<file path="config.mk">
export PLATFORM = sky130hd
export DESIGN_NAME = pnpi_isolation
export DESIGN_NICKNAME = d
export VERILOG_FILES = /design/src/shared/pnpi_pkg.sv /design/src/rtl/pnpi_key_match.sv /design/src/rtl/pnpi_lfsr.sv /design/src/rtl/pnpi_isolation.sv
export VERILOG_INCLUDE_DIRS = /design/src /design/src/shared
export SDC_FILE = /design/constraint.sdc
export NUM_CORES = 1
export LEC_CHECK = 0
export BUFFER_PORTS_ARGS = -buffer_cell sky130_fd_sc_hd__buf_2
export CAP_MARGIN = 10
export CORE_ASPECT_RATIO = 1.4
export CORE_MARGIN = 5
export CORE_UTILIZATION = 45
export CTS_CLUSTER_DIAMETER = 100
export CTS_CLUSTER_SIZE = 25
export DETAILED_ROUTE_END_ITERATION = 8
export PLACE_DENSITY = 0.62
export SYNTH_ARGS = -nofsm -noshare
export SYNTH_HDL_FRONTEND = slang
export SYNTH_SLANG_ARGS = --single-unit
</file>
<file path="constraint.sdc">
create_clock -name REF_CLK -period 3.4 [get_ports REF_CLK]
set_input_delay 0.68 -clock REF_CLK [delete_from_list [all_inputs] [get_ports REF_CLK]]
set_output_delay 0.68 -clock REF_CLK [all_outputs]
set_load 0.05 [all_outputs]
</file>
<file path="src/shared/pnpi_cfg.svh">
// Constants for the plug and play card isolation block
`ifndef PNPI_CFG_SVH
`define PNPI_CFG_SVH
// Card control register indexes written to the address port
`define PNPI_IDX_RDPORT 8'h00
`define PNPI_IDX_SERIAL 8'h01
`define PNPI_IDX_CFGCTL 8'h02
`define PNPI_IDX_WAKE 8'h03
`define PNPI_IDX_CSN 8'h06
`define PNPI_IDX_VENDCTL 8'hf6
// Bit positions in the control registers
`define PNPI_CTL_WFK_BIT 1
`define PNPI_CTL_CSNCLR_BIT 2
`define PNPI_VEND_CSNCLR_BIT 2
// Isolation drive and sense patterns
`define PNPI_DRIVE_FIRST 8'h55
`define PNPI_DRIVE_SECOND 8'haa
`define PNPI_SENSE_FIRST 2'h1
`define PNPI_SENSE_SECOND 2'h2
// Checksum and identifier geometry
`define PNPI_LFSR_SEED 8'h6a
`define PNPI_ID_BITS 7'h48
`define PNPI_SUM_LAST 7'h3f
`define PNPI_CSN_RESET 8'h00
`define PNPI_KEY_LEN 32
// Vendor unlock sequence, first byte in the low bits
`define PNPI_UNLOCK_KEY 256'h50a143860c193265ca942851a2448913264d9a3469d2a4489123468d1b366dda
`endif

</file>
<file path="src/shared/pnpi_pkg.sv">
// Types for the plug and play card isolation block
package pnpi_pkg;
  typedef enum logic [1:0] {
    PNPI_WAIT_KEY = 2'b00,
    PNPI_SLEEP = 2'b01,
    PNPI_ISOLATE = 2'b10,
    PNPI_CONFIG = 2'b11
  } pnpi_state_t;
endpackage

</file>
<file path="src/rtl/pnpi_key_match.sv">
// Matcher for the vendor unlock sequence on address port writes
`timescale 1ns/1ps
`include "pnpi_cfg.svh"
module pnpi_key_match #(
  parameter int KEY_LEN = `PNPI_KEY_LEN
) (
  // Clock and reset
  input wire logic clk,
  input wire logic rst_n,
  // Address port write
  input wire logic wr_ev,
  input wire logic [7:0] wr_data,
  // Whole sequence seen
  output logic match
);
  localparam logic [255:0] KEY = `PNPI_UNLOCK_KEY;
  logic [5:0] pos_q;
  logic [7:0] expect_b;
  logic [7:0] first_b;

  generate
    if (KEY_LEN != 32) begin : g_chk
      $error("pnpi_key_match serves a 32 byte sequence only");
    end
  endgenerate

  assign expect_b = KEY[{pos_q[4:0], 3'h0} +: 8];
  assign first_b = KEY[7:0];
  assign match = wr_ev && (expect_b == wr_data) && (pos_q == 6'h1f);

  // A wrong byte restarts the match, but may itself open a new attempt
  always_ff @(posedge clk or negedge rst_n) begin
    if (!rst_n) begin
      pos_q <= 6'h00;
    end else if (wr_ev) begin
      if (match) begin
        pos_q <= 6'h00;
      end else if (expect_b == wr_data) begin
        pos_q <= pos_q + 6'h01;
      end else if (wr_data == first_b) begin
        pos_q <= 6'h01;
      end else begin
        pos_q <= 6'h00;
      end
    end
  end
endmodule

</file>
<file path="src/rtl/pnpi_lfsr.sv">
// Serial identifier checksum shift register
`timescale 1ns/1ps
`include "pnpi_cfg.svh"
module pnpi_lfsr (
  // Clock and reset
  input wire logic clk,
  input wire logic rst_n,
  // Control
  input wire logic load,
  input wire logic shift,
  input wire logic serial_bit,
  // State
  output logic [7:0] value,
  output logic [7:0] value_nxt
);
  logic [7:0] lfsr_q;

  assign value = lfsr_q;
  assign value_nxt = {lfsr_q[1] ^ lfsr_q[0] ^ serial_bit, lfsr_q[7:1]};

  always_ff @(posedge clk or negedge rst_n) begin
    if (!rst_n) begin
      lfsr_q <= `PNPI_LFSR_SEED;
    end else if (load) begin
      lfsr_q <= `PNPI_LFSR_SEED;
    end else if (shift) begin
      lfsr_q <= value_nxt;
    end
  end
endmodule

</file>
<file path="src/rtl/pnpi_isolation.sv">
// Plug and play card isolation: unlock, card states, serial isolation
// Notes on behaviour
// - Vendor unlock sequence DA, 6D ... 50 is acted on only in Wait for Key.
// - Each address write is matched; mismatch restarts; ports open on full match.
// - Identifier is 72 bits: 32-bit vendor, 32-bit unique, 8-bit checksum.
// - Identifier bits leave least significant first within each byte.
// - One identifier bit per pair of readback reads; 72 pairs per pass.
// - First read drives 55H for a one; a zero floats and senses 01.
// - Second read drives AAH after driving; a floating card senses 10.
// - Floating card sensing both patterns drops out of this pass only.
// - Drive all eight data lines; sense only the lowest two.
// - Driver or undisturbed floater advances to the next identifier bit.
// - Card with nonzero select number skips isolation; others ignore commands.
// - Checksum register loads 6AH on every wake command.
// - After each pair shift right; bit 7 gets bit1 xor bit0 xor data.
// - After 64 pairs the register holds the checksum; last 8 bits use it.
// - Never drive IOCHRDY during serial isolation.
// - Reset-drive clears select number and enters Wait for Key.
// - Wait for Key command from any state; select clears keep the state.
// - Unlock leads to Sleep; wake with 00H enters Isolation and rewinds.
// - Losers go to Sleep; select number write enters Config; wake mismatch sleeps.
`timescale 1ns/1ps
`include "pnpi_cfg.svh"
module pnpi_isolation
  import pnpi_pkg::*;
#(
  parameter logic [31:0] VENDOR_ID = 32'h0000a5c3, // Arbitrary value
  parameter logic [31:0] UNIQUE_ID = 32'h00000001 // Arbitrary value
) (
  // Clock and reset
  input wire logic REF_CLK,
  input wire logic RST_B,
  // ISA side strobes, decoded outside, asynchronous
  input wire logic ADDR_WR_STB,
  input wire logic WDATA_WR_STB,
  input wire logic RDATA_RD_STB,
  // ISA data bus, split
  input wire logic [7:0] DATA_IN,
  output logic [7:0] DATA_OUT,
  output logic DATA_OE,
  // Ready line; the controller asks for wait states on the same clock
  input wire logic CHRDY_REQ,
  output logic IOCHRDY_OUT,
  output logic IOCHRDY_OE,
  // Status towards the rest of the controller
  output logic [1:0] PNP_STATE,
  output logic [7:0] CARD_SELECT_NUMBER,
  output logic [7:0] RDPORT_ADDR,
  output logic ID_REWIND
);
  logic [1:0] rst_sync_q;
  logic rst_n;
  logic [2:0] aw_q;
  logic [2:0] dw_q;
  logic [2:0] rd_q;
  logic [7:0] din_m_q;
  logic [7:0] din_q;
  logic addr_ev;
  logic wr_ev;
  logic rd_rise;
  logic rd_fall;
  pnpi_state_t state_q;
  pnpi_state_t state_d;
  logic [7:0] index_q;
  logic [7:0] csn_q;
  logic [7:0] rdport_q;
  logic [6:0] idx_q;
  logic second_q;
  logic sense1_q;
  logic drive_q;
  logic [7:0] dout_q;
  logic [7:0] chk_q;
  logic rewind_q;
  logic key_hit;
  logic [63:0] id64;
  logic cur_bit;
  logic serial_sel;
  logic pair_done;
  logic pair_lose;
  logic pair_adv;
  logic wake_ev;
  logic csn_wr;
  logic ctl_wr;
  logic vend_wr;
  logic wfk_cmd;
  logic csn_clr;
  logic [7:0] lfsr_val;
  logic [7:0] lfsr_nxt;

  generate
    if ({UNIQUE_ID, VENDOR_ID} == 64'h0) begin : g_chk
      $error("pnpi_isolation needs a nonzero serial identifier");
    end
  endgenerate

  // Reset release through two flip-flops
  always_ff @(posedge REF_CLK or negedge RST_B) begin
    if (!RST_B) begin
      rst_sync_q <= 2'b00;
    end else begin
      rst_sync_q <= {rst_sync_q[0], 1'b1};
    end
  end
  assign rst_n = rst_sync_q[1];

  // Strobe synchronisers; the third stage only serves edge detection
  always_ff @(posedge REF_CLK or negedge rst_n) begin
    if (!rst_n) begin
      aw_q <= 3'h0;
      dw_q <= 3'h0;
      rd_q <= 3'h0;
    end else begin
      aw_q <= {aw_q[1:0], ADDR_WR_STB};
      dw_q <= {dw_q[1:0], WDATA_WR_STB};
      rd_q <= {rd_q[1:0], RDATA_RD_STB};
    end
  end

  // Data is resynchronised with the same latency as the strobes, so it must
  // stay stable a few clocks past the end of the strobe, as ISA hold gives
  always_ff @(posedge REF_CLK or negedge rst_n) begin
    if (!rst_n) begin
      din_m_q <= 8'h00;
      din_q <= 8'h00;
    end else begin
      din_m_q <= DATA_IN;
      din_q <= din_m_q;
    end
  end

  assign addr_ev = aw_q[2] && !aw_q[1];
  assign wr_ev = dw_q[2] && !dw_q[1] && (state_q != PNPI_WAIT_KEY);
  assign rd_rise = rd_q[1] && !rd_q[2];
  assign rd_fall = rd_q[2] && !rd_q[1];

  pnpi_key_match #(
    .KEY_LEN(`PNPI_KEY_LEN)
  ) u_key (
    .clk(REF_CLK),
    .rst_n(rst_n),
    .wr_ev(addr_ev),
    .wr_data(din_q),
    .match(key_hit)
  );

  // Command decode
  assign wake_ev = wr_ev && (index_q == `PNPI_IDX_WAKE);
  assign csn_wr = wr_ev && (index_q == `PNPI_IDX_CSN) &&
                  ((state_q == PNPI_ISOLATE) || (state_q == PNPI_CONFIG));
  assign ctl_wr = wr_ev && (index_q == `PNPI_IDX_CFGCTL);
  assign vend_wr = wr_ev && (index_q == `PNPI_IDX_VENDCTL);
  assign wfk_cmd = ctl_wr && din_q[`PNPI_CTL_WFK_BIT];
  assign csn_clr = (ctl_wr && din_q[`PNPI_CTL_CSNCLR_BIT]) ||
                   (vend_wr && din_q[`PNPI_VEND_CSNCLR_BIT]);

  // Address port writes select the register once the card is unlocked
  always_ff @(posedge REF_CLK or negedge rst_n) begin
    if (!rst_n) begin
      index_q <= 8'h00;
    end else if (addr_ev && (state_q != PNPI_WAIT_KEY)) begin
      index_q <= din_q;
    end
  end

  // Identifier: vendor field in the low word, so bit 0 leaves first
  assign id64 = {UNIQUE_ID, VENDOR_ID};
  assign cur_bit = (idx_q > `PNPI_SUM_LAST) ? chk_q[idx_q[2:0]] : id64[idx_q[5:0]];

  assign serial_sel = (state_q == PNPI_ISOLATE) && (index_q == `PNPI_IDX_SERIAL);
  assign pair_done = serial_sel && rd_fall && second_q;
  assign pair_lose = pair_done && !drive_q && !cur_bit && sense1_q &&
                     (din_q[1:0] == `PNPI_SENSE_SECOND);
  assign pair_adv = pair_done && !pair_lose && (idx_q < `PNPI_ID_BITS);

  // Next state of a wake: matching number selects, zero number isolates
  function automatic pnpi_state_t wake_target(input logic [7:0] data, input logic [7:0] card_select_number,
                                              input pnpi_state_t miss);
    if (data != card_select_number) begin
      wake_target = miss;
    end else if (card_select_number == `PNPI_CSN_RESET) begin
      wake_target = PNPI_ISOLATE;
    end else begin
      wake_target = PNPI_CONFIG;
    end
  endfunction

  always_comb begin
    state_d = state_q;
    if (wfk_cmd) begin
      state_d = PNPI_WAIT_KEY;
    end else begin
      case (state_q)
        PNPI_WAIT_KEY: begin
          if (key_hit) begin
            state_d = PNPI_SLEEP;
          end
        end
        PNPI_SLEEP: begin
          if (wake_ev) begin
            state_d = wake_target(din_q, csn_q, PNPI_SLEEP);
          end
        end
        PNPI_ISOLATE: begin
          if (csn_wr) begin
            state_d = PNPI_CONFIG;
          end else if (pair_lose) begin
            state_d = PNPI_SLEEP;
          end else if (wake_ev) begin
            state_d = wake_target(din_q, csn_q, PNPI_SLEEP);
          end
        end
        PNPI_CONFIG: begin
          if (wake_ev) begin
            state_d = wake_target(din_q, csn_q, PNPI_SLEEP);
          end
        end
        default: begin
          state_d = PNPI_WAIT_KEY;
        end
      endcase
    end
  end

  always_ff @(posedge REF_CLK or negedge rst_n) begin
    if (!rst_n) begin
      state_q <= PNPI_WAIT_KEY;
    end else begin
      state_q <= state_d;
    end
  end

  // Card select number; a set in the same cycle as a clear wins
  always_ff @(posedge REF_CLK or negedge rst_n) begin
    if (!rst_n) begin
      csn_q <= `PNPI_CSN_RESET;
    end else if (csn_wr) begin
      csn_q <= din_q;
    end else if (csn_clr) begin
      csn_q <= `PNPI_CSN_RESET;
    end
  end

  // Readback port address, taken while isolating
  always_ff @(posedge REF_CLK or negedge rst_n) begin
    if (!rst_n) begin
      rdport_q <= 8'h00;
    end else if (wr_ev && (state_q == PNPI_ISOLATE) && (index_q == `PNPI_IDX_RDPORT)) begin
      rdport_q <= din_q;
    end
  end

  // Bit pointer and pair phase; every wake rewinds the identifier
  always_ff @(posedge REF_CLK or negedge rst_n) begin
    if (!rst_n) begin
      idx_q <= 7'h00;
      second_q <= 1'b0;
      sense1_q <= 1'b0;
    end else if (wake_ev) begin
      idx_q <= 7'h00;
      second_q <= 1'b0;
      sense1_q <= 1'b0;
    end else if (serial_sel && rd_fall) begin
      if (!second_q) begin
        second_q <= 1'b1;
        sense1_q <= !drive_q && (din_q[1:0] == `PNPI_SENSE_FIRST);
      end else begin
        second_q <= 1'b0;
        sense1_q <= 1'b0;
        if (pair_adv) begin
          idx_q <= idx_q + 7'h01;
        end
      end
    end
  end

  pnpi_lfsr u_lfsr (
    .clk(REF_CLK),
    .rst_n(rst_n),
    .load(wake_ev),
    .shift(pair_adv),
    .serial_bit(cur_bit),
    .value(lfsr_val),
    .value_nxt(lfsr_nxt)
  );

  // The register keeps shifting through the last eight pairs, so the
  // checksum is frozen the moment the 64th pair completes
  always_ff @(posedge REF_CLK or negedge rst_n) begin
    if (!rst_n) begin
      chk_q <= `PNPI_LFSR_SEED;
    end else if (wake_ev) begin
      chk_q <= `PNPI_LFSR_SEED;
    end else if (pair_adv && (idx_q == `PNPI_SUM_LAST)) begin
      chk_q <= lfsr_nxt;
    end
  end

  // Bus drive for each read of a pair
  always_ff @(posedge REF_CLK or negedge rst_n) begin
    if (!rst_n) begin
      drive_q <= 1'b0;
      dout_q <= 8'h00;
    end else if (rd_rise && serial_sel && (idx_q < `PNPI_ID_BITS)) begin
      drive_q <= cur_bit;
      dout_q <= second_q ? `PNPI_DRIVE_SECOND : `PNPI_DRIVE_FIRST;
    end else if (rd_fall) begin
      drive_q <= 1'b0;
    end
  end

  always_ff @(posedge REF_CLK or negedge rst_n) begin
    if (!rst_n) begin
      rewind_q <= 1'b0;
    end else begin
      rewind_q <= wake_ev;
    end
  end

  assign DATA_OUT = dout_q;
  assign DATA_OE = drive_q && rd_q[1];
  assign IOCHRDY_OUT = 1'b0;
  assign IOCHRDY_OE = CHRDY_REQ && (state_q != PNPI_ISOLATE);
  assign PNP_STATE = state_q;
  assign CARD_SELECT_NUMBER = csn_q;
  assign RDPORT_ADDR = rdport_q;
  assign ID_REWIND = rewind_q;
  // lfsr_val is connected but read nowhere; no port carries it to the rest of the controller
endmodule

</file>
* Word-level counts from Yosys, hierarchy flattened
Memories as Yosys holds them, arrays and structs flattened.
Index checks and enable logic that the tools add are counted.
Widths: inputs -> output; s select.
** Operators by class
- Add/sub/neg operators :: 2
- Order comparisons :: 4
- Equal/unequal tests :: 17
- Shift-type cells :: 1
- Multiplexer cells :: 34
- Bitwise operators :: 2
- Reduce and logical (&&, ||, !) cells :: 54
** Operator list (count)
- $shiftx 256x9->8 const A :: 1
- $mux 8 :: 7
- $logic_and 1x1->1 :: 33
- $mux 7 :: 4
- $eq 8x2->1 const B :: 2
- $eq 8x8->1 const B :: 2
- $logic_not 8->1 :: 2
- $reduce_bool 2->1 :: 7
- $mux 1 :: 13
- $mux 2 :: 6
- $mux 6 :: 2
- $eq 8x1->1 const B :: 1
- $eq 8x3->1 const B :: 1
- $eq 8x8->1 :: 1
- $ne 8x8->1 :: 1
- $add 7x1->7 const B :: 1
- $eq 7x6->1 const B :: 1
- $gt 7x6->1 const B :: 1
- $logic_not 1->1 :: 7
- $lt 6x7->1 const B :: 1
- $lt 7x7->1 const B :: 1
- $add 6x1->6 const B :: 1
- $eq 2x2->1 const B :: 3
- $eq 6x5->1 const B :: 1
- 11 further kinds :: 14
** Word-level totals
- Register bits :: 94
- Bits in read-only memories :: 64
- Input port bits :: 14
- Output and inout bits :: 30
- Logic and storage cells :: 134
- Memories kept :: 1
** Memories
- (no name shown) :: depth 64, width 1, read ports 1, clocked after memory_dff 0, write ports 0, RTL line pnpi_isolation.sv:167 : assign cur_bit = (idx_q > `PNPI_SUM_LAST) ? chk_q[idx_q[2:0]] : id64[idx_q[5:0]];

* Longest topological paths before layout
Gate-level depths: netlist of the first run.
- Word-level depth :: 15
- Mapped depth :: 11

* By module
From an unflattened synthesis of the first run, not the netlist that was laid out.
** Unflattened totals
- Cells, all modules :: 433
- Area total of the unflattened synthesis :: 4729.5 um^2
** Modules (own cells, without submodules)
- pnpi_isolation :: times used 1, cells an instance 264, area each 3239.4 um^2
- pnpi_key_match :: times used 1, cells an instance 135, area each 1078.5 um^2
- pnpi_lfsr :: times used 1, cells an instance 34, area each 411.6 um^2

* Worst setup path after synthesis of the first run
Ideal clock, no wire load.
- Kind :: flip-flop to flip-flop
- Start :: register u_key.pos_q[0]
- End :: register u_key.pos_q[0]
- Arrival :: 2.582 ns
- Required time :: 3.274 ns
- Path slack :: 0.692 ns
- Stages on the path, launching flop included :: 11
- Path buffers :: 2
- Clock period less this slack :: 2.708 ns
- Cells stage by stage :: dfrtp_1 -> clkbuf_2 -> inv_2 -> ha_1 -> clkbuf_1 -> mux4_2 -> mux2i_1 -> xnor2_1 -> nor4b_4 -> a311oi_1 -> a221o_1
** Between the ends
- Cells in the longest elaborated chain, start to end :: 5
** RTL lines
- start, declared :: RTL line pnpi_key_match.sv:17 : logic [5:0] pos_q;
- start signal, assigned :: RTL line pnpi_key_match.sv:39 : pos_q <= pos_q + 6'h01;
- $shiftx 256x9->8 :: RTL line pnpi_key_match.sv:27 : assign expect_b = KEY[{pos_q[4:0], 3'h0} +: 8];
- $eq 8x8->1 :: RTL line pnpi_key_match.sv:29, pnpi_key_match.sv:38
- $logic_and 1x1->1 (2 in a row) :: RTL line pnpi_key_match.sv:29 : assign match = wr_ev && (expect_b == wr_data) && (pos_q == 6'h1f);
- $mux 6 * :: RTL line pnpi_key_match.sv:36 : if (match) begin
Every way passes the cells marked *; elsewhere a longest branch is shown, timed or not.
A chain may end at the register's enable or synchronous reset.

* Worst setup path in the final report of the first run
Ends and elaborated chain as after synthesis.

==> flow_summary.yaml, run 1 <==
drt:
  route.detailed.wl_per_inst_um: 17.75
  vias_per_cell: 5.690
  wirelength_um: 10470
  num_vias: 3357
  ant_nets: 0
  dr_wl_met3_um: 390
  initialDrtViolationCount: 179
  dr.pass1.iters: 4
  top_layer_used: "met4"
  met1_length_um: 4426
  dr_wl_met2_um: 5376
  post-route-drc-count: 0
critical_path:
  end_kind: "flip-flop"
  cp.arrival_ps: 3220
  cp_data_required_time_ps: 3620
  critPathMaxFanout: 12
  crit_path_start_kind: "flip-flop"
  path_class: "reg2reg"
power_and_ir_drop:
  ir_worst_vdd_mv: 0.2391
  p_total_mw: 2.157
  p_leak_nw: 2.343
  p_per_area_nw_per_um2: 418.3
timing:
  skew_ps: 7.175
  post-route-period-util_pct: 88.09
  final-hold-violation-count: 0
  timing.fmax_ghz: 0.3339
  setup_viol: 0
  rsz0062_at_grt: "no"
  tightest_slew_ps: 811.4
  finalMaxSlewViolations: 0
  setup_tns_ps: 0
  finalCriticalPeriod_ps: 2995
  maxSlewHeadroom_pct: 45.91
finish:
  syn_to_final_growth_pct: 12.41
  fin_nets: 472
  antenna_cells: 0
  fillerInstances: 887
  final_cells: 590
  layout_common_cells: "79 x dfrtp_1, 42 x buf_2, 27 x nand2_1"
  fin_util_pct: 51.82
  drive_gt1_share_pct: 23.96
  final_common_cell: "dfrtp_1"
cts:
  clock_latency_ps: 340
  cts_tree: "done"
  clock_sinks: 88
  cts_buffers: 9
  cts_buffer_depth: 2
  cts_root_buf: "clkbuf_16"
  post_cts_buffers: 0
  path_clk_slew_ps: 60
  cts_resized: 0
  cts_max_level: 3
  ctsHoldBuffers: 0
synthesis:
  post-synth-top-area-cell: "dfrtp_1"
  netlist_area_sq_um: 4588
  syn-num-nets: 445
  synth_area_leaders: "dfrtp_1 44%, mux2_2 4.7%, dfstp_2 4.6%"
  synth_edf_count: 0
  yosysWarnings: 0
  synth_cell_types: 64
  syn_area_per_cell_sq_um: 10.85
  synth_ff_type: "dfrtp_1"
  synthArstFlopShare_pct: 100.0
  seq_area_frac_synth_pct: 48.21
  synth.top_cell.area_share_pct: 43.63
  ys_ff_latch: 88
  netlist_instances: 423
die:
  die-area_sq_um: 12340
  io_pins: 44
  die_w_um: 95.34
  core_sq_um: 9953
  die_h_um: 129.5
  rows: 43
  initial_core_util_pct: 46.10
grt:
  grt_max_degree: 87
  grt_remaining_overflow: 0
  grt_use_total_pct: 18.18
  grt_pass1_vias: 3352
  antenna_found_initial: 0
  grt_pass1_wl_um: 17220
run:
  timing.max_cap.violations: 0
placement:
  dpl.hpwl_um: 7342
  dpl.cell_count: 573
  port_buffers: 42
  gp_congestion: 0.8812
hold_path:
  hp-class: "in2async"
run_status:
  status: "completed"
-- cells by family after synthesis --
family	after synthesis	share of synthesized area, %
DFF	88	48.21
AOI/OAI and AO/OA	83	13.06
adders and majority gates	8	2.182
buffers and inverters	54	5.808
other	2	0.1637
xor gates and xnor gates	20	3.818
muxes	41	11.37
and+or+nand+nor	127	15.38
-- flip-flops by register name, summed over array words and instances (netlist names) --
name                count
CARD_SELECT_NUMBER      8
DATA_OUT                2
ID_REWIND               1
PNP_STATE               2
RDPORT_ADDR             8
aw_q                    3
chk_q                   8
din_m_q                 8
din_q                   8
drive_q                 1
dw_q                    3
idx_q                   7
index_q                 8
rd_q                    3
rst_sync_q              2
second_q                1
sense1_q                1
u_key.pos_q             6
u_lfsr.value            8
-- path summary, 6_finish.rpt --
check	cells after the start	start	slack, ps	endpoint
worst max-delay path	9	u_key.pos_q[0]	400	u_key.pos_q[0]
worst min-delay path	1	RST_B	110	rst_sync_q[1]
worst max register to register	9	u_key.pos_q[0]	400	u_key.pos_q[0]
worst min register to register	0	rst_sync_q[1]	330	RDPORT_ADDR[6]
max in group asynchronous	1	rst_sync_q[1]	2410	chk_q[3]
min in group REF_CLK	0	din_m_q[3]	350	din_q[3]
-- report_power, final --
| group | internal, mW | leakage [nW] | switching [mW] |
|---|---|---|---|
| Sequential | 1.06 | 1.14 | 0.0296 |
| Clock | 0.576 | 0.143 | 0.430 |
| Combinational | 0.0251 | 1.06 | 0.0331 |
-- cell type report --
cell class | count | area [sq um] | area share (%)
sequential | 88 | 2216 | 42.96
multi-input combinational | 281 | 2110 | 40.90
timing repair buffer | 49 | 282.8 | 5.483
clock buffer | 9 | 225.2 | 4.367
tap | 135 | 168.9 | 3.275
inverter | 21 | 78.83 | 1.528
clock inverter | 7 | 76.32 | 1.480
-- critical path, stage by stage (launching register included) --
cell	delay [ps]
dfrtp_1	590
inv_2	120
ha_1	460
and2b_1	240
nor4b_1	260
nor3_1	100
xor2_1	180
nor4b_4	480
a311oi_1	170
a221o_1	280
-- synthesized netlist by cell type (all sizes together), types with 8 or more instances --
cell / instances
clkbuf: 15
buf: 18
mux2i: 15
dfstp: 8
xnor2: 18
nor2: 25
mux2: 19
o21ai: 12
dfrtp: 80
nand3: 9
o211ai: 10
a22o: 8
nand2: 27
ha: 8
inv: 20
a21oi: 18
-- stage by stage --
stage	hold slack [ps]	area (sq um)	setup WS (ps)
floorplan	331.2	4588	691.5
global placement	331.9	4828	491.9
detailed placement	334.7	4828	441.8
CTS	101.6	5130	440.4
global route	109.5	5157	242.7
finish	114.2	5157	405.0
-- metal layers --
layer  global-route usage (%)  vias up
li1                         -     1582
met1                    23.00     1676
met2                    30.14       81
met3                    3.078       18
met4                    8.411        0
met5                        0        -
Note: power is estimated with default switching activity, not from simulation.
==> run 2, diff against run 1 <==
- BUFFER_PORTS_ARGS: -buffer_cell sky130_fd_sc_hd__buf_2 -> not set
- DONT_BUFFER_PORTS: not set -> 1
- PLACE_DENSITY: 0.62 -> 0.59
==> flow_summary.yaml, run 2 (synthesis gave the netlist of run 1 again) <==
placement:
  port_buffers: 0
  placed_cell_area_sq_um: 4651
  dpl.hpwl_um: 7202
  gp_congestion: 0.9317
cts:
  cts_buffers: 9
  cts_max_level: 3
  cts_buffer_depth: 2
  cts_root_buf: "clkbuf_16"
  cts_tree: "done"
  cts_resized: 0
  clock_sinks: 88
  clock_latency_ps: 340
  path_clk_slew_ps: 70
  post_cts_buffers: 0
  ctsHoldBuffers: 0
run:
  timing.max_cap.violations: 0
power_and_ir_drop:
  ir_worst_vdd_mv: 0.6377
  p_per_area_nw_per_um2: 419.4
  p_int_mw: 1.588
  power.switching_uw: 479.3
  pwr-share-comb_pct: 2.1
  p_leak_nw: 2.127
  seq_power_share_pct: 53.1
  clkPwrFrac_pct: 44.8
  switching_share_pct: 23.18
timing:
  finalMaxSlewViolations: 0
  tightest_slew_ps: 1075
  rsz0062_at_grt: "no"
  setup_viol: 0
  timing.fmax_ghz: 0.3331
  finalCriticalPeriod_ps: 3003
  setup_tns_ps: 0
  final-hold-violation-count: 0
  skew_ps: 9.688
  maxSlewHeadroom_pct: 28.32
  post-route-period-util_pct: 88.31
drt:
  met1_length_um: 4193
  ant_nets: 0
  dr_wl_met3_um: 333
  top_layer_used: "met4"
  initialDrtViolationCount: 213
  post-route-drc-count: 0
  vias_per_cell: 5.719
  dr_wl_met2_um: 5365
  wirelength_um: 10080
  route.detailed.wl_per_inst_um: 18.30
  num_vias: 3151
  dr.pass1.iters: 4
finish:
  antenna_cells: 0
  drive_gt1_share_pct: 17.07
  syn_to_final_growth_pct: 7.445
  final_common_cell: "dfrtp_1"
  fin_area_sq_um: 4930
  fin_nets: 433
  layout_common_cells: "77 x dfrtp_1, 27 x nand2_1, 24 x nor2_1"
critical_path:
  path_class: "reg2reg"
  r2r_slack_ps: 400
  worst_path_largest_cell_delay_ps: 580
  crit_path_start_kind: "flip-flop"
  critPathTopFamily: "multiplexers"
  cp_num_buf_inv: 1
  timing.rr.end: "u_key.pos_q[0]"
  end_kind: "flip-flop"
  worstReg2RegStart: "u_key.pos_q[0]"
  cp_data_required_time_ps: 3630
  critPathMaxFanout: 12
  cp.arrival_ps: 3230
  cpMaxStageDelayCell: "dfrtp_1"
  reg2reg_depth: 8
  worstPathCellList: "inv_2 > ha_1 > mux4_2 > mux2i_1 > xnor2_1 > nor4b_4 > a311oi_1 > a221o_1"
grt:
  grt_pass1_wl_um: 16770
  grt_use_total_pct: 17.76
  grt_remaining_overflow: 0
  grt_max_degree: 87
  grt_pass1_vias: 3180
  antenna_found_initial: 0
die:
  die-area_sq_um: 12340
  io_pins: 44
  initial_core_util_pct: 46.10
  rows: 43
  core_sq_um: 9953
  die_h_um: 129.5
  die_w_um: 95.34
run_status:
  status: "completed"
hold_path:
  hp-class: "in2async"
==> run 2: cell types whose count changed in the layout (fill, tap and decap cells not counted), sizes merged <==
cell	previous run	this run
buf	49	10
inv	23	24
bufinv	1	0
clkbuf	9	10
clkinvlp	2	1
==> run 2: worst reg2reg max path, cell delays in order, from the launching register on <==
cell	delay [ps]
dfrtp_1	580
inv_2	130
ha_1	470
mux4_2	520
mux2i_1	190
xnor2_1	140
nor4b_4	410
a311oi_1	160
a221o_1	280
==> run 2: per-layer routing <==
layer	global-route usage [%]	vias up
li1	-	1502
met1	21.35	1584
met2	30.80	53
met3	4.065	12
met4	6.457	0
met5	0	-
==> run 2: worst max-delay path by stage <==
| stage | slack [ps] | startpoint | end | cells past startpoint |
|---|---|---|---|---|
| global route | 190 | u_key.pos_q[0] | u_key.pos_q[4] | 9 |
| global placement | 470 | u_key.pos_q[0] | u_key.pos_q[0] | 9 |
| floorplan | 690 | u_key.pos_q[0] | u_key.pos_q[0] | 10 |
| finish | 400 | u_key.pos_q[0] | u_key.pos_q[0] | 8 |
| CTS | 430 | u_key.pos_q[0] | u_key.pos_q[0] | 8 |
| detailed placement | 440 | u_key.pos_q[0] | u_key.pos_q[0] | 9 |
==> run 2: power groups by stage <==
| stage | clock [mW] | combinational (mW) | sequential [mW] |
|---|---|---|---|
| after global placement | 0 | 0.0432 | 1.12 |
| final | 0.927 | 0.0437 | 1.10 |
| after CTS | 0.956 | 0.0436 | 1.10 |
| after floorplan | 0 | 0.0413 | 1.10 |
| after detailed placement | 0 | 0.0434 | 1.12 |
| after global routing | 0.996 | 0.0467 | 1.10 |
==> run 2: per-stage QoR <==
stage	power [mW]	worst slack, ps	std cells	hold slack, ps	util, %
2_1_floorplan	1.143	691.5	423	331.2	-
6_report	2.067	397.5	551	31.03	49.53
3_5_place_dp	1.162	441.2	535	334.7	46.73
5_1_grt	2.146	188.0	551	8.908	49.53
3_3_place_gp	1.161	472.9	535	332.6	46.73
4_1_cts	2.098	433.9	551	16.94	49.53
==> run 2: cell type report <==
cell class                 count  area, sq um
clock inverter                 6        50.05
fill                         923         5024
clock buffer                  10        229.0
tap                          135        168.9
inverter                      21        78.83
multi-input combinational    281         2110
sequential                    88         2218
timing repair buffer          10        75.07
